**src/vec_irq_pkg.sv**
```systemverilog
// Package: constants for the vectored interrupt unit
package vec_irq_pkg;
    // Vector addresses (low byte of each pair)
    localparam logic [15:0] VEC_RESET     = 16'hfffe;
    localparam logic [15:0] VEC_TRAP      = 16'hfffc;
    localparam logic [15:0] VEC_SLOT0     = 16'hfffa;
    localparam logic [15:0] VEC_STEP      = 16'h0002;
    localparam int          NUM_SLOTS     = 14;
    localparam int          SLOT_CLOCK    = 1;
    localparam int          SLOT_EXT0     = 2;
    localparam int          NUM_EXT       = 4;
    localparam int          SLOT_PERIPH0  = 7;
    localparam int          NUM_PERIPH    = 5;
    // Register offsets (APB byte addresses)
    localparam logic [7:0]  OFF_CTRL      = 8'h00;
    localparam logic [7:0]  OFF_POLARITY  = 8'h04;
    localparam logic [7:0]  OFF_PEND      = 8'h08;
    localparam logic [7:0]  OFF_ENABLE    = 8'h0c;
    localparam logic [7:0]  OFF_CLEAR     = 8'h10;
    localparam logic [7:0]  OFF_STATUS    = 8'h14;
    localparam logic [7:0]  OFF_PINEN     = 8'h18;
    // Reset values
    localparam logic [7:0]  RST_POLARITY  = 8'h00;
    localparam logic [4:0]  RST_ENABLE    = 5'h00;
    localparam logic [15:0] RST_PINEN     = 16'h0000;
    // Polarity codes per external line (2 bits)
    localparam logic [1:0]  POL_FALL_LOW  = 2'h0;
    localparam logic [1:0]  POL_RISE      = 2'h1;
    localparam logic [1:0]  POL_FALL      = 2'h2;
    localparam logic [1:0]  POL_BOTH      = 2'h3;
    // Stack frame size in bytes: PC(2), X, A, CC
    localparam logic [2:0]  FRAME_BYTES   = 3'h5;
    typedef enum logic [4:0] {
        ST_RUN   = 5'b00001,
        ST_PUSH  = 5'b00010,
        ST_FETCH = 5'b00100,
        ST_POP   = 5'b01000,
        ST_SLEEP = 5'b10000
    } seq_state_type;
endpackage

```
**src/vectored_interrupt_unit.sv**
```systemverilog
// Vectored interrupt controller with context save/restore and wake logic
//
// The placing of the registers and the APB register port are this design's own decisions.
`timescale 1ns/10ps
module vectored_interrupt_unit #(
    parameter int PINS_PER_EXT = 4
) (
    input  wire logic                      clock_i,
    input  wire logic                      rstn_i,
    // APB slave
    input  wire logic                      psel_i,
    input  wire logic                      penable_i,
    input  wire logic                      pwrite_i,
    input  wire logic [7:0]                paddr_i,
    input  wire logic [31:0]               pwdata_i,
    output logic      [31:0]               prdata_o,
    output logic                           pready_o,
    output logic                           pslverr_o,
    // Core interface
    input  wire logic                      instr_done_i,
    input  wire logic                      trap_instr_i,
    input  wire logic                      return_from_irq_instr_i,
    input  wire logic                      wait_instr_i,
    input  wire logic                      halt_instr_i,
    input  wire logic                      active_halt_sel_i,
    input  wire logic [15:0]               pc_i,
    input  wire logic [7:0]                x_i,
    input  wire logic [7:0]                a_i,
    input  wire logic [7:0]                stack_rdata_i,
    output logic      [7:0]                stack_wdata_o,
    output logic                           stack_push_o,
    output logic                           stack_pop_o,
    output logic      [7:0]                condition_code_reg_o,
    output logic      [15:0]               pc_load_o,
    output logic                           pc_load_valid_o,
    output logic      [7:0]                x_restore_o,
    output logic      [7:0]                a_restore_o,
    output logic                           restore_valid_o,
    output logic                           core_stall_o,
    output logic                           sleeping_o,
    output logic                           wake_o,
    // Sources
    input  wire logic [4*PINS_PER_EXT-1:0] ext_pins_i,
    input  wire logic                      clock_timebase_source_i,
    input  wire logic                      clock_security_detect_flag_i,
    input  wire logic                      clock_security_irq_enable_i,
    input  wire logic [4:0]                periph_flag_i,
    output logic      [4:0]                periph_clear_o,
    output logic      [3:0]                ext_served_o
);
    localparam int NP = vec_irq_pkg::NUM_PERIPH;
    localparam int NE = vec_irq_pkg::NUM_EXT;

    vec_irq_pkg::seq_state_type state;
    vec_irq_pkg::seq_state_type next_state;

    logic        imask;
    logic [7:0]  polarity;
    logic [NP-1:0] periph_en;
    logic [NP-1:0] periph_pend;
    logic [4*PINS_PER_EXT-1:0] pin_en;
    logic [NE-1:0] ext_pend;
    logic [NE-1:0] ext_prev;
    logic [4*PINS_PER_EXT-1:0] pins_s1;
    logic [4*PINS_PER_EXT-1:0] pins_s2;
    logic [2:0]  flag_s1;
    logic [2:0]  flag_s2;
    logic [NP-1:0] pflag_s1;
    logic [NP-1:0] pflag_s2;
    logic [2:0]  byte_cnt;
    logic        trap_pend;
    logic        in_halt;
    logic        in_active_halt;
    logic [3:0]  slot_sel;
    logic        any_req;
    logic        trap_sel;
    logic [NE-1:0] ext_level;
    logic [NE-1:0] ext_event;
    logic [NE-1:0] ext_clr;
    logic [NP-1:0] sw_clear;
    logic [NP-1:0] periph_clr;
    logic [NE-1:0] ext_halt_wake;
    logic        clock_req;
    logic        wake_req;
    logic        apb_wr;
    logic        apb_rd;
    logic        entering;

    // Two-stage synchronisers for pins and source flags
    always_ff @(posedge clock_i or negedge rstn_i) begin
        if (!rstn_i) begin
            pins_s1  <= '0;
            pins_s2  <= '0;
            flag_s1  <= 3'h0;
            flag_s2  <= 3'h0;
            pflag_s1 <= '0;
            pflag_s2 <= '0;
        end else begin
            pins_s1  <= ext_pins_i;
            pins_s2  <= pins_s1;
            flag_s1  <= {clock_timebase_source_i, clock_security_detect_flag_i,
                         clock_security_irq_enable_i};
            flag_s2  <= flag_s1;
            pflag_s1 <= periph_flag_i;
            pflag_s2 <= pflag_s1;
        end
    end

    // Shared-pin NAND and sensitivity detection per external vector
    always_comb begin
        for (int e = 0; e < NE; e++) begin
            logic [PINS_PER_EXT-1:0] en;
            logic [PINS_PER_EXT-1:0] lv;
            en = pin_en[e*PINS_PER_EXT +: PINS_PER_EXT];
            lv = pins_s2[e*PINS_PER_EXT +: PINS_PER_EXT];
            // Disabled pins read as high so they never block the NAND
            ext_level[e] = ~(&(lv | ~en)) & (|en);
            case (polarity[2*e +: 2])
                vec_irq_pkg::POL_FALL_LOW: ext_event[e] = ~ext_level[e]; // Low level
                vec_irq_pkg::POL_RISE:     ext_event[e] = ext_level[e] & ~ext_prev[e];
                vec_irq_pkg::POL_FALL:     ext_event[e] = ~ext_level[e] & ext_prev[e];
                default:                   ext_event[e] = ext_level[e] ^ ext_prev[e];
            endcase
            ext_event[e] = ext_event[e] & (|en);
        end
    end

    // Edge latches; set wins over service clear
    always_ff @(posedge clock_i or negedge rstn_i) begin
        if (!rstn_i) begin
            ext_prev <= '0;
            ext_pend <= '0;
        end else begin
            ext_prev <= ext_level;
            ext_pend <= (ext_pend & ~ext_clr) | ext_event;
        end
    end

    // Peripheral pending latches
    always_ff @(posedge clock_i or negedge rstn_i) begin
        if (!rstn_i) begin
            periph_pend <= '0;
        end else begin
            periph_pend <= (periph_pend & ~periph_clr) | pflag_s2;
        end
    end

    // Clock slot request: timebase, or security with flag and enable
    assign clock_req = flag_s2[2] | (flag_s2[1] & flag_s2[0]);

    // Fixed priority: trap, then lowest slot number first
    always_comb begin
        logic [vec_irq_pkg::NUM_SLOTS-1:0] req;
        req = '0;
        req[vec_irq_pkg::SLOT_CLOCK] = clock_req;
        req[vec_irq_pkg::SLOT_EXT0 +: NE] = ext_pend;
        req[vec_irq_pkg::SLOT_PERIPH0 +: NP] = periph_pend & periph_en;
        trap_sel = trap_pend;
        any_req  = 1'b0;
        slot_sel = 4'h0;
        for (int s = vec_irq_pkg::NUM_SLOTS - 1; s >= 0; s--) begin
            if (req[s]) begin
                slot_sel = 4'(s);
                any_req  = 1'b1;
            end
        end
        any_req = any_req & ~imask;
    end

    // Wake decision: any source leaves wait, halt-capable ones leave halt
    assign ext_halt_wake = ext_pend;
    always_comb begin
        wake_req = 1'b0;
        if (in_halt) begin
            wake_req = |ext_halt_wake;
            if (in_active_halt) begin
                wake_req = wake_req | clock_req;
            end
        end else begin
            wake_req = any_req | (|(periph_pend & periph_en)) | clock_req;
        end
    end

    assign entering = (state == vec_irq_pkg::ST_RUN && instr_done_i && (trap_sel || any_req))
                    || (state == vec_irq_pkg::ST_SLEEP && wake_req && (trap_sel || any_req));

    // Sequencer next state
    always_comb begin
        next_state = state;
        case (state)
            vec_irq_pkg::ST_RUN: begin
                if (instr_done_i && (trap_sel || any_req)) begin
                    next_state = vec_irq_pkg::ST_PUSH;
                end else if (instr_done_i && return_from_irq_instr_i) begin
                    next_state = vec_irq_pkg::ST_POP;
                end else if (instr_done_i && (wait_instr_i || halt_instr_i)) begin
                    next_state = vec_irq_pkg::ST_SLEEP;
                end
            end
            vec_irq_pkg::ST_PUSH: begin
                if (byte_cnt == vec_irq_pkg::FRAME_BYTES - 3'h1) begin
                    next_state = vec_irq_pkg::ST_FETCH;
                end
            end
            vec_irq_pkg::ST_FETCH: next_state = vec_irq_pkg::ST_RUN;
            vec_irq_pkg::ST_POP: begin
                if (byte_cnt == vec_irq_pkg::FRAME_BYTES - 3'h1) begin
                    next_state = vec_irq_pkg::ST_RUN;
                end
            end
            vec_irq_pkg::ST_SLEEP: begin
                if (wake_req && any_req) begin
                    next_state = vec_irq_pkg::ST_PUSH;
                end
            end
            default: next_state = vec_irq_pkg::ST_RUN;
        endcase
    end

    // Served slot and trap captured at entry
    logic [3:0] served_slot;
    logic       served_trap;
    always_ff @(posedge clock_i or negedge rstn_i) begin
        if (!rstn_i) begin
            state       <= vec_irq_pkg::ST_RUN;
            byte_cnt    <= 3'h0;
            served_slot <= 4'h0;
            served_trap <= 1'b0;
        end else begin
            state <= next_state;
            if (state != next_state) begin
                byte_cnt <= 3'h0;
            end else if (state == vec_irq_pkg::ST_PUSH || state == vec_irq_pkg::ST_POP) begin
                byte_cnt <= byte_cnt + 3'h1;
            end
            if (entering) begin
                served_slot <= slot_sel;
                served_trap <= trap_sel;
            end
        end
    end

    // Trap request latched until entry
    always_ff @(posedge clock_i or negedge rstn_i) begin
        if (!rstn_i) begin
            trap_pend <= 1'b0;
        end else if (trap_instr_i && state == vec_irq_pkg::ST_RUN) begin
            trap_pend <= 1'b1;
        end else if (entering && trap_sel) begin
            trap_pend <= 1'b0;
        end
    end

    // Halt kind remembered while asleep
    always_ff @(posedge clock_i or negedge rstn_i) begin
        if (!rstn_i) begin
            in_halt        <= 1'b0;
            in_active_halt <= 1'b0;
        end else if (state == vec_irq_pkg::ST_RUN && instr_done_i) begin
            in_halt        <= halt_instr_i;
            in_active_halt <= halt_instr_i & active_halt_sel_i;
        end
    end

    // Global mask bit
    always_ff @(posedge clock_i or negedge rstn_i) begin
        if (!rstn_i) begin
            imask <= 1'b1;
        end else if (state == vec_irq_pkg::ST_FETCH) begin
            imask <= 1'b1;
        end else if (state == vec_irq_pkg::ST_POP && byte_cnt == 3'h0) begin
            imask <= stack_rdata_i[3];
        end else if (next_state == vec_irq_pkg::ST_SLEEP && state == vec_irq_pkg::ST_RUN) begin
            imask <= 1'b0;
        end else if (apb_wr && paddr_i == vec_irq_pkg::OFF_CTRL) begin
            imask <= pwdata_i[3];
        end
    end
    assign condition_code_reg_o = {4'h0, imask, 3'h0};

    // Service-entry clears for edge latches
    always_comb begin
        ext_clr = '0;
        if (state == vec_irq_pkg::ST_FETCH && !served_trap &&
            served_slot >= 4'(vec_irq_pkg::SLOT_EXT0) &&
            served_slot < 4'(vec_irq_pkg::SLOT_EXT0 + NE)) begin
            ext_clr[2'(served_slot - 4'(vec_irq_pkg::SLOT_EXT0))] = 1'b1;
        end
    end

    // Context push: PCL, PCH, X, A, CC
    always_ff @(posedge clock_i or negedge rstn_i) begin
        if (!rstn_i) begin
            stack_wdata_o <= 8'h00;
            stack_push_o  <= 1'b0;
        end else begin
            stack_push_o <= (state == vec_irq_pkg::ST_PUSH);
            case (byte_cnt)
                3'h0:    stack_wdata_o <= pc_i[7:0];
                3'h1:    stack_wdata_o <= pc_i[15:8];
                3'h2:    stack_wdata_o <= x_i;
                3'h3:    stack_wdata_o <= a_i;
                default: stack_wdata_o <= condition_code_reg_o;
            endcase
        end
    end

    // Context pop: CC, A, X, PCH, PCL
    logic [15:0] pc_hold;
    always_ff @(posedge clock_i or negedge rstn_i) begin
        if (!rstn_i) begin
            a_restore_o     <= 8'h00;
            x_restore_o     <= 8'h00;
            pc_hold         <= 16'h0000;
            restore_valid_o <= 1'b0;
        end else begin
            restore_valid_o <= 1'b0;
            if (state == vec_irq_pkg::ST_POP) begin
                case (byte_cnt)
                    3'h1:    a_restore_o <= stack_rdata_i;
                    3'h2:    x_restore_o <= stack_rdata_i;
                    3'h3:    pc_hold[15:8] <= stack_rdata_i;
                    3'h4: begin
                        pc_hold[7:0]    <= stack_rdata_i;
                        restore_valid_o <= 1'b1;
                    end
                    default: pc_hold <= pc_hold;
                endcase
            end
        end
    end
    assign stack_pop_o = (state == vec_irq_pkg::ST_POP);

    // Vector load after context save
    always_ff @(posedge clock_i or negedge rstn_i) begin
        if (!rstn_i) begin
            pc_load_o       <= vec_irq_pkg::VEC_RESET;
            pc_load_valid_o <= 1'b1;
        end else begin
            pc_load_valid_o <= (state == vec_irq_pkg::ST_FETCH) || restore_valid_o;
            if (state == vec_irq_pkg::ST_FETCH) begin
                pc_load_o <= served_trap ? vec_irq_pkg::VEC_TRAP
                    : vec_irq_pkg::VEC_SLOT0 - 16'(served_slot) * vec_irq_pkg::VEC_STEP;
            end else if (restore_valid_o) begin
                pc_load_o <= pc_hold;
            end
        end
    end

    assign core_stall_o = (state != vec_irq_pkg::ST_RUN);
    assign sleeping_o   = (state == vec_irq_pkg::ST_SLEEP);
    assign wake_o       = (state == vec_irq_pkg::ST_SLEEP) && wake_req;

    // Clearing pulses back to peripherals and pins
    assign periph_clr     = sw_clear;
    assign periph_clear_o = sw_clear;
    assign ext_served_o   = ext_clr;

    // APB slave, zero wait states
    assign apb_wr    = psel_i & penable_i & pwrite_i;
    assign apb_rd    = psel_i & ~pwrite_i;
    assign pready_o  = 1'b1;
    assign pslverr_o = psel_i & penable_i & (paddr_i > vec_irq_pkg::OFF_PINEN);
    assign sw_clear  = (apb_wr && paddr_i == vec_irq_pkg::OFF_CLEAR) ? pwdata_i[NP-1:0]
                                                                     : '0;

    // Configuration registers
    always_ff @(posedge clock_i or negedge rstn_i) begin
        if (!rstn_i) begin
            polarity  <= vec_irq_pkg::RST_POLARITY;
            periph_en <= vec_irq_pkg::RST_ENABLE;
            pin_en    <= vec_irq_pkg::RST_PINEN;
        end else if (apb_wr) begin
            case (paddr_i)
                vec_irq_pkg::OFF_POLARITY: polarity  <= pwdata_i[7:0];
                vec_irq_pkg::OFF_ENABLE:   periph_en <= pwdata_i[NP-1:0];
                vec_irq_pkg::OFF_PINEN:    pin_en    <= pwdata_i[4*PINS_PER_EXT-1:0];
                default:                   pin_en    <= pin_en;
            endcase
        end
    end

    // Read data registered at setup phase
    always_ff @(posedge clock_i or negedge rstn_i) begin
        if (!rstn_i) begin
            prdata_o <= 32'h0000_0000;
        end else if (apb_rd && !penable_i) begin
            case (paddr_i)
                vec_irq_pkg::OFF_CTRL:     prdata_o <= {24'h0, condition_code_reg_o};
                vec_irq_pkg::OFF_POLARITY: prdata_o <= {24'h0, polarity};
                vec_irq_pkg::OFF_PEND:     prdata_o <= {23'h0, periph_pend, ext_pend};
                vec_irq_pkg::OFF_ENABLE:   prdata_o <= {27'h0, periph_en};
                vec_irq_pkg::OFF_STATUS:   prdata_o <= {22'h0, trap_pend, state, slot_sel};
                vec_irq_pkg::OFF_PINEN:    prdata_o <= 32'(pin_en);
                default:                   prdata_o <= 32'h0000_0000;
            endcase
        end
    end

    // Checks
    chk_mask_on_entry: assert property (@(posedge clock_i) disable iff (!rstn_i)
        state == vec_irq_pkg::ST_FETCH |=> imask) else $error("mask not set on entry");
    chk_trap_vector: assert property (@(posedge clock_i) disable iff (!rstn_i)
        state == vec_irq_pkg::ST_FETCH && served_trap |=> pc_load_o == vec_irq_pkg::VEC_TRAP)
        else $error("trap vector wrong");
    chk_push_len: assert property (@(posedge clock_i) disable iff (!rstn_i)
        $rose(state == vec_irq_pkg::ST_PUSH) |-> (state == vec_irq_pkg::ST_PUSH)[*5]
        ##1 state == vec_irq_pkg::ST_FETCH) else $error("push length wrong");
    chk_masked_noentry: assert property (@(posedge clock_i) disable iff (!rstn_i)
        state == vec_irq_pkg::ST_RUN && imask && !trap_pend |=> state != vec_irq_pkg::ST_PUSH)
        else $error("entry while masked");
    chk_entry_waits: assert property (@(posedge clock_i) disable iff (!rstn_i)
        state == vec_irq_pkg::ST_RUN && !instr_done_i |=> state != vec_irq_pkg::ST_PUSH)
        else $error("entry mid instruction");
    chk_ext_clear: assert property (@(posedge clock_i) disable iff (!rstn_i)
        ext_clr[0] && !ext_event[0] |=> !ext_pend[0]) else $error("edge latch kept");
    chk_sw_clear: assert property (@(posedge clock_i) disable iff (!rstn_i)
        sw_clear[0] && !pflag_s2[0] |=> !periph_pend[0]) else $error("pending kept");
    chk_slot_vector: assert property (@(posedge clock_i) disable iff (!rstn_i)
        state == vec_irq_pkg::ST_FETCH && !served_trap && served_slot == 4'h1
        |=> pc_load_o == vec_irq_pkg::VEC_SLOT0 - vec_irq_pkg::VEC_STEP)
        else $error("slot vector wrong");
endmodule

```
**config.mk**
```make
export PLATFORM = sky130hd
export DESIGN_NAME = vectored_interrupt_unit
export DESIGN_NICKNAME = d
export VERILOG_FILES = /design/src/vec_irq_pkg.sv /design/src/vectored_interrupt_unit.sv
export SDC_FILE = /design/constraint.sdc
export NUM_CORES = 1
export LEC_CHECK = 0
export ABC_AREA = 1
export ABC_CLOCK_PERIOD_IN_PS = 1610
export BUFFER_PORTS_ARGS = -buffer_cell sky130_fd_sc_hd__buf_2
export CAP_MARGIN = 5
export CORE_MARGIN = 2
export CORE_UTILIZATION = 31
export DETAILED_ROUTE_END_ITERATION = 10
export PLACE_DENSITY = 0.55
export SYNTH_ARGS = -nofsm -noshare
export SYNTH_HDL_FRONTEND = slang
export SYNTH_SLANG_ARGS = --single-unit
```
**constraint.sdc**
```tcl
create_clock -name clock_i -period 1.61 [get_ports clock_i]
set_input_delay 0.0805 -clock clock_i [delete_from_list [all_inputs] [get_ports clock_i]]
set_output_delay 0.0805 -clock clock_i [all_outputs]
set_load 0.05 [all_outputs]
```
## Yosys cells after proc, flatten, opt, wreduce, memory -nomap -nowiden

Cells that the tools add are included.

| operators by class | value |
|---|---|
| $add $sub $neg | 3 |
| multiply operators | 0 |
| divide/modulo/power cells | 0 |
| $lt $le $gt $ge | 5 |
| equality and inequality tests | 26 |
| shift operators | 0 |
| mux-type cells | 52 |
| bitwise logic cells | 60 |
| reductions and logical operators | 53 |

Operators with widths:

| operator | number |
|---|---|
| 16-bit one-hot mux with 6 select lines | 1 |
| 16-bit two-way mux | 3 |
| 4-bit two-way mux | 11 |
| 5-bit two-way mux | 7 |
| 8-bit one-hot mux with 4 select lines | 1 |
| 8-bit by 5-bit == test with 1-bit output, second input constant | 3 |
| 1-bit AND | 23 |
| 1-bit two-way mux | 21 |
| 4-bit inverter | 5 |
| 4-bit OR | 5 |
| 5-bit one-hot mux with 4 select lines | 1 |
| 4-bit OR reduction | 5 |
| 1-bit logical AND | 19 |
| 8-bit by 4-bit == test with 1-bit output, second input constant | 2 |
| 4-bit AND reduction | 4 |
| 1-bit inverter | 14 |
| 2-bit AND reduction | 7 |
| 1-bit one-hot mux with 3 select lines | 4 |
| 5-bit AND | 2 |
| 5-bit == test, second input constant | 2 |
| 2-bit by 1-bit == test with 1-bit output, second input constant | 4 |
| 2-bit == test, second input constant | 4 |
| 8-bit by 3-bit == test with 1-bit output, second input constant | 1 |
| 8-bit by 5-bit > comparator with 1-bit output, second input constant | 1 |
| other kinds (31) | 49 |

| word-level totals | value |
|---|---|
| bits in registers | 198 |
| latch bits | 0 |
| RAM bits | 0 |
| bits in read-only memories | 0 |
| bits of input ports | 115 |
| memories kept | 0 |

## Longest topological paths before layout

Gate-level depths: netlist of run 1.

| depth | value |
|---|---|
| word-level depth | 23 |
| gate-level depth with buffers | 14 |
| gate-level depth less buffers | 14 |

## Least setup slack after synthesis of run 1

OpenSTA, ideal clock, no wires.

| path | value |
|---|---|
| kind | flip-flop to flip-flop |
| start point | register state[1] |
| end point | register ext_pend[0], in the netlist ext_halt_wake[0] |
| library setup time | 0.185 ns |
| data arrival time | 2.368 ns |
| required time | 1.425 ns |
| slack | -0.943 ns |
| cell stages (with the launch flop) | 9 |
| path buffers | 0 |
| period minus slack after synthesis | 2.553 ns |
| cells stage by stage | dfrtp_1 nor2_2 nand4_1 nor2_1 inv_1 nor2_1 inv_1 nor3_1 o21ai_0 |

| on the way | value |
|---|---|
| cells in the longest elaborated chain, start to end | 8 |

RTL lines:

| item | RTL line | RTL |
|---|---|---|
| start, declared | vectored_interrupt_unit.sv:54 | `vec_irq_pkg::seq_state_type state;` |
| start signal, assigned | vectored_interrupt_unit.sv:225 | `state <= vec_irq_pkg::ST_RUN;` |
| start signal, assigned | vectored_interrupt_unit.sv:230 | `state <= next_state;` |
| 5-bit by 3-bit == test with 1-bit output | vectored_interrupt_unit.sv:284 | `if (state == vec_irq_pkg::ST_FETCH && !served_trap &&` |
| 1-bit logical AND (2 in series) | vectored_interrupt_unit.sv:284 |  |
| 1-bit logical AND | vectored_interrupt_unit.sv:285 | `served_slot >= 4'(vec_irq_pkg::SLOT_EXT0) &&` |
| 4-bit two-way mux | vectored_interrupt_unit.sv:284 |  |
| named net ext_served_o[0] | vectored_interrupt_unit.sv:49 | `output logic [3:0] ext_served_o` |
| 4-bit inverter | vectored_interrupt_unit.sv:135 | `ext_pend <= (ext_pend & ~ext_clr) \| ext_event;` |
| 4-bit AND | vectored_interrupt_unit.sv:135 |  |
| 4-bit OR | vectored_interrupt_unit.sv:135 |  |
| end signal, assigned | vectored_interrupt_unit.sv:135 |  |
| end, declared | vectored_interrupt_unit.sv:62 | `logic [NE-1:0] ext_pend;` |

The timed path passes the listed nets, and every way through them passes these cells.
A chain may end at the register's enable or synchronous reset.

## Final worst setup path of run 1

| path | value |
|---|---|
| start point | register state[1] |
| end point | output port ext_served_o[0] |

| on the way | value |
|---|---|
| cells in the longest elaborated chain, start to end | 5 |

RTL lines:

| item | RTL line |
|---|---|
| 5-bit by 3-bit == test with 1-bit output | vectored_interrupt_unit.sv:284 |
| 1-bit logical AND (2 in series) | vectored_interrupt_unit.sv:284 |
| 1-bit logical AND | vectored_interrupt_unit.sv:285 |
| 4-bit two-way mux | vectored_interrupt_unit.sv:284 |
| end, declared | vectored_interrupt_unit.sv:49 |

Every way passes these cells.

==> results of run 1 <==
## worst min path at each step
stage,slack (ps),endpoint
after floorplan,-220,a_restore_o[0]
after global placement,50,pflag_s1[2]
after detailed placement,50,pflag_s2[2]
after CTS,3,polarity[1]
after global routing,40,periph_en[4]
final,5,polarity[1]
## flip-flops by register name (all words and copies together), names as in the netlist, 8 cells and up
register,count
x_restore_o,8
pin_en,16
pins_s1,16
polarity,8
stack_wdata_o,8
pc_load_o,16
pins_s2,16
pc_hold,16
a_restore_o,8
prdata_o,16
## per-layer routing
metal / vias to the layer above / share of wire
li1: 3478 / -
met1: 3511 / 0.46
met2: 187 / 0.46
met3: 52 / 0.047
met4: 0 / 0.026
met5: - / 0
## power by group
part	internal (uW)	switching (uW)	total (uW)
logic	2020	3160	5180
registers	5150	310	5460
clock network	2510	1960	4470
## timing repair
item,4_1_cts,5_1_grt
pin swaps,39,35
gates cloned,1,3
setup buffers,54,28
setup endpoints to repair,42,92
endpoints found under the hold margin,199,0
hold buffers,81,0
gates resized for setup,115,96
## area by class of cell
class                           instances  area (sq um)
Multi-Input combinational cell        515          3201
Fill cell                            2317         12620
Tap cell                              330         412.9
Clock buffer                           19         432.9
Sequential cell                       182          4577
Clock inverter                         13         191.4
Timing Repair Buffer                  404          3143
Inverter                              117         457.9
## placed cells by master, fill, tap and decap left out, types with 4 or more instances in the layout
| cell | count |
|---|---|
| dfrtp_1 | 164 |
| buf_2 | 163 |
| nand2_1 | 149 |
| buf_4 | 109 |
| inv_1 | 92 |
| dlygate4sd3_1 | 81 |
| o21ai_0 | 42 |
| nor2_1 | 41 |
| a21oi_1 | 39 |
| buf_6 | 34 |
| conb_1 | 24 |
| o21ai_2 | 21 |
| inv_2 | 19 |
| nand2_2 | 19 |
| o21ai_1 | 19 |
| dfstp_2 | 18 |
| clkbuf_16 | 17 |
| nand4_1 | 16 |
| nand3_1 | 14 |
| o22ai_1 | 13 |
| ha_1 | 13 |
| buf_12 | 11 |
| o21a_1 | 8 |
| nand2_4 | 7 |
| nor2_4 | 7 |
| nor2_2 | 7 |
| nand3_2 | 7 |
| o21bai_1 | 6 |
| o31ai_1 | 6 |
| a21oi_2 | 5 |
| nand2_8 | 5 |
| clkinvlp_4 | 4 |
| o221ai_1 | 4 |
| buf_8 | 4 |
## cells by family (layout without fill, tap and decap cells)
logic type | Yosys count | after routing | share of synthesized area
buffers and inverters | 158 | 553 | 0.08825
and+or+nand+nor | 287 | 289 | 0.1621
muxes | 1 | 1 | 0.001436
other | 2 | 24 | 0.0009579
AOI/OAI and AO/OA | 184 | 184 | 0.1373
adders and majority gates | 15 | 15 | 0.02394
DFF | 182 | 182 | 0.5838
xor gates and xnor gates | 2 | 2 | 0.002235
## critical path, delay by kind of cell, from the launching register on
kind	cells	cell delay [ps]
DFF	1	410
and+or+nand+nor	5	770
buffers and inverters	3	310
## per-stage QoR
| stage | TNS [ps] | instance area (sq um) | instances | setup slack [ps] |
|---|---|---|---|---|
| finish | -6341 | 12420 | 1580 | -392.5 |
| global route | -10430 | 12420 | 1580 | -511.9 |
| CTS | -7333 | 12010 | 1567 | -389.7 |
| detailed placement | -2246 | 9926 | 1417 | -177.3 |
| global placement | -1072 | 9926 | 1417 | -178.4 |
| floorplan | -5440 | 8009 | 853 | -572.2 |
==> run_results.csv, run 1 <==
group,metric,value,unit
layout,num_antenna_cells,0,
sta,period_share,1.244,
yosys,yosysWarnings,0,
power,power_density,1217,nW/um^2
detailed_routing,totalWireLength,24440,um
global_routing,grt_overflow_total,0,
detailed_routing,drt-initial-drc-count,394,
job,maxCapViolCount,0,
yosys,yosys-top-cells-area,"dfrtp_1 52%, nand2_1 8.1%, dfstp_2 6.0%",
sta,holdWs,4.501,ps
sta,hold_viol,0,
critical_path,crit_path_end,"ext_served_o[0]",
placed_design,routabilityCongestion,0.9411,
critical_path,r2r_slack,-350,ps
layout,fin_util,0.4959,
global_routing,grt_pass1_wl,37680,um
detailed_routing,drcViolationCount,0,
critical_path,reg2reg_to,"served_trap",
yosys,synth.cells.most_frequent,"169 x nand2_1, 164 x dfrtp_1, 108 x inv_1",
clock_tree,clk_latency,440,ps
sta,rsz0062_at_grt,"true",
yosys,yosys.cell_count.top_type,"nand2_1",
critical_path,crit_path_start_kind,"flip-flop",
floorplanning,start_util,0.3131,
layout,syn2layout_area_growth,58.36,%
status,failed_checks,"setup timing",
sta,drv_slew,0,
sta,setup_slack,-392.5,ps
min_path,whs_path_depth,3,
global_routing,use_met3,0.03504,
yosys,synth_seq_area_share,0.5838,
critical_path,crit_path_max_incr_delay,410,ps
sta,setup-violations-final,30,
critical_path,cp.required,1530,ps
sta,min_period,2002,ps
critical_path,path_cells,"nor2_4 > nand4_1 > nor2_2 > inv_2 > nor2_2 > inv_2 > nor3_4 > buf_12",
floorplanning,die_h,163.0,um
floorplanning,ios,213,
status,outcome,"complete, but fails checks",
critical_path,arrival,1920,ps
global_routing,grtUsageTotal,0.1842,
detailed_routing,ant_nets,0,
power,ir_drop,0.0006902,V
critical_path,critPathLaunch,"state[1]",
detailed_routing,dr_total_vias,7228,
clock_tree,cts_tree,"built",
global_routing,antenna_found_initial,0,
clock_tree,cts.clk_slew.worst_paths,70,ps
yosys,syn_area,7840,sq um
min_path,min_from,"pwdata_i[1]",
critical_path,regToRegStartpoint,"periph_pend[1]",
yosys,synth_cells,831,
global_routing,grtUsageMet1,0.2552,
critical_path,end_kind,"output port",
floorplanning,core_area,25040,sq um
global_routing,grt_use_met2,0.2860,
floorplanning,die_w,163.0,um
floorplanning,rows,58,
detailed_routing,firstDrtPassIters,5,
power,power,15110,uW
yosys,synth_ff_type,"dfrtp_1",
yosys,yosysTopAreaCell,"dfrtp_1",
detailed_routing,vias_per_cell,4.575,
critical_path,path_max_fanout,3,
yosys,synth_async_sr_flop_share,1.000,
yosys,ys_ff_latch,182,
critical_path,cp_slowest_cell,"dfrtp_1",
global_routing,grt_max_degree,52,
placed_design,port-buffer-count,172,
yosys,ys_types,49,
clock_tree,htree_levels,4,
critical_path,reg2regPathDepth,14,
layout,drive_gt1_frac,0.4008,
sta,timing.fmax,499.4,MHz
global_routing,grt.busiest_layer,"met2",
global_routing,grt_pass1_vias,7155,
yosys,synth_edf_count,0,
yosys,synth_top_area_share,0.5235,
clock_tree,cts_inserted_buffers,17,
detailed_routing,wl_per_cell,15.47,um
clock_tree,cts.sinks,182,
sta,skew,14.60,ps
clock_tree,cts_buffer_depth,2,
power,cellLeakagePower,0.006007,uW
critical_path,path_class,"reg2out",
yosys,syn-mean-instance-area,9.434,sq um
min_path,hold_class,"in2reg",
clock_tree,clockRootBuffer,"clkbuf_16",
placed_design,dp_hpwl,16550,um
layout,nets,1367,
floorplanning,die_area,26580,sq um
No activity file was read; power rests on OpenSTA's default activity.
==> run 2, diff against run 1 <==
- CELL_PAD_IN_SITES_DETAIL_PLACEMENT: unset -> 0
- CELL_PAD_IN_SITES_GLOBAL_PLACEMENT: unset -> 1
- PLACE_DENSITY: 0.55 -> 0.69
==> run_results.csv, run 2 (synthesis gave the netlist of run 1 again) <==
group,metric,value,unit
global_routing,grt_max_degree,48,
detailed_routing,route.met3.wl,912,um
detailed_routing,wl_per_cell,15.23,um
critical_path,reg2regPathDepth,15,
detailed_routing,dr_total_vias,7162,
layout,fillerInstances,2348,
sta,rsz0062_at_grt,"true",
detailed_routing,drcViolationCount,0,
status,outcome,"complete, but fails checks",
min_path,hold_class,"in2async",
clock_tree,htree_levels,4,
detailed_routing,totalWireLength,24080,um
floorplanning,ios,213,
clock_tree,clk_latency,440,ps
critical_path,path_cells,"nor2_4 > buf_6 > inv_4 > nor3_4 > nand2_2 > a41oi_4 > buf_6 > buf_12",
global_routing,grt_pass1_wl,37560,um
critical_path,critical-path-top-delay-family,"simple AND/OR/NAND/NOR gates",
critical_path,cp.required,1530,ps
sta,hold_viol,0,
critical_path,regToRegStartpoint,"state[1]",
critical_path,cp.buffers_inverters,4,
status,failed_checks,"setup timing",
sta,tns,-6509,ps
detailed_routing,drt-initial-drc-count,559,
critical_path,path_class,"reg2out",
critical_path,critPathLaunch,"state[1]",
layout,fin_cells,1581,
power,switchingPower,5515,uW
global_routing,antenna_found_initial,0,
layout,final_common_cell,"dfrtp_1",
critical_path,cpMostUsedCell,"buf_6",
critical_path,cp_slowest_cell,"dfrtp_1",
sta,timing.fmax,484.6,MHz
power,pwr-share-clk,0.289,
floorplanning,die_w,163.0,um
sta,setup_slack,-453.7,ps
critical_path,r2r_slack,-340,ps
power,comb_power_share,0.345,
critical_path,reg2reg_to,"byte_cnt[2]",
critical_path,path_max_fanout,2,
detailed_routing,vias_per_cell,4.530,
layout,multi_input_area,3136,sq um
layout,drive_gt1_frac,0.3933,
detailed_routing,ant_nets,0,
detailed_routing,firstDrtPassIters,5,
power,power_density,1214,nW/um^2
global_routing,grt_overflow_total,0,
placed_design,dp_hpwl,16560,um
sta,period_share,1.282,
sta,setup-violations-final,31,
layout,layout_common_cells,"164 x dfrtp_1, 162 x buf_2, 142 x nand2_1, 109 x buf_4, 96 x inv_1",
sta,min_period,2064,ps
critical_path,crit_path_start_kind,"flip-flop",
clock_tree,cts_inserted_buffers,17,
clock_tree,cts_tree,"built",
detailed_routing,met2_length,11230,um
power,swShare,0.3686,
global_routing,grt_pass1_vias,7111,
detailed_routing,top_layer,"met4",
placed_design,routabilityCongestion,0.9066,
critical_path,arrival,1980,ps
power,p_int,9446,uW
critical_path,end_kind,"output port",
sta,drv_slew,0,
global_routing,grtUsageTotal,0.1836,
floorplanning,core_area,25040,sq um
floorplanning,rows,58,
power,cellLeakagePower,0.005961,uW
layout,num_antenna_cells,0,
power,ir_drop,0.0005763,V
clock_tree,cts.sinks,182,
placed_design,numPlacedInstances,1431,
placed_design,port-buffer-count,172,
power,pwr-share-seq,0.366,
floorplanning,start_util,0.3131,
clock_tree,cts.clk_slew.worst_paths,80,ps
clock_tree,clockRootBuffer,"clkbuf_16",
layout,nets,1368,
layout,ff_latch_area,4577,sq um
layout,syn2layout_area_growth,57.18,%
sta,skew,14.85,ps
floorplanning,die_h,163.0,um
floorplanning,die_area,26580,sq um
clock_tree,cts_buffer_depth,2,
detailed_routing,wl_met1,11360,um
critical_path,crit_path_max_incr_delay,420,ps
job,maxCapViolCount,0,
power,power,14960,uW
==> run 2: cell type report <==
| class | count | share of cell area |
|---|---|---|
| sequential | 182 | 0.3714 |
| multi-input combinational | 518 | 0.2544 |
| timing repair buffer | 402 | 0.2530 |
| inverter | 117 | 0.03807 |
| clock buffer | 18 | 0.03483 |
| tap | 330 | 0.03351 |
| clock inverter | 14 | 0.01472 |
==> run 2: timing repair <==
item	4_1_cts	5_1_grt
gates resized for setup	110	99
pin swaps	20	29
setup buffers	30	24
cloned	5	0
hold endpoints to repair	244	0
hold buffers	83	0
setup endpoints to repair	59	82
==> run 2: per-stage QoR <==
step / util / area [sq um] / hold WS, ps / setup slack, ps
6_report: 0.4922 / 12320 / 87.84 / -453.7
5_1_grt: 0.4922 / 12320 / 109.3 / -535.9
4_1_cts: 0.4790 / 11990 / 67.40 / -488.1
3_5_place_dp: 0.4007 / 10030 / -17.25 / -163.7
3_3_place_gp: 0.4007 / 10030 / -14.13 / -172.5
2_1_floorplan: - / 8009 / -215.1 / -572.2
==> run 2: worst max path at each step <==
stage / end / slack [ps] / cells past startpoint
final: wake_o / -450 / 8
after global routing: ext_served_o[0] / -540 / 9
after CTS: ext_served_o[2] / -490 / 8
after detailed placement: served_slot[0] / -160 / 9
after global placement: byte_cnt[0] / -170 / 12
after floorplan: trap_pend / -570 / 8
==> run 2: power groups by stage <==
| stage | Sequential [uW] | Combinational (uW) | Clock, uW |
|---|---|---|---|
| floorplan | 6360 | 1710 | 0 |
| global placement | 5530 | 4010 | 0 |
| detailed placement | 5530 | 4010 | 0 |
| CTS | 5460 | 4750 | 4410 |
| global route | 5530 | 5550 | 4570 |
| finish | 5470 | 5170 | 4320 |
==> run 2: routing by layer <==
metal | track usage | vias up
li1 | - | 3491
met1 | 0.2603 | 3435
met2 | 0.2839 | 190
met3 | 0.03098 | 46
met4 | 0.06637 | 0
met5 | 0 | -
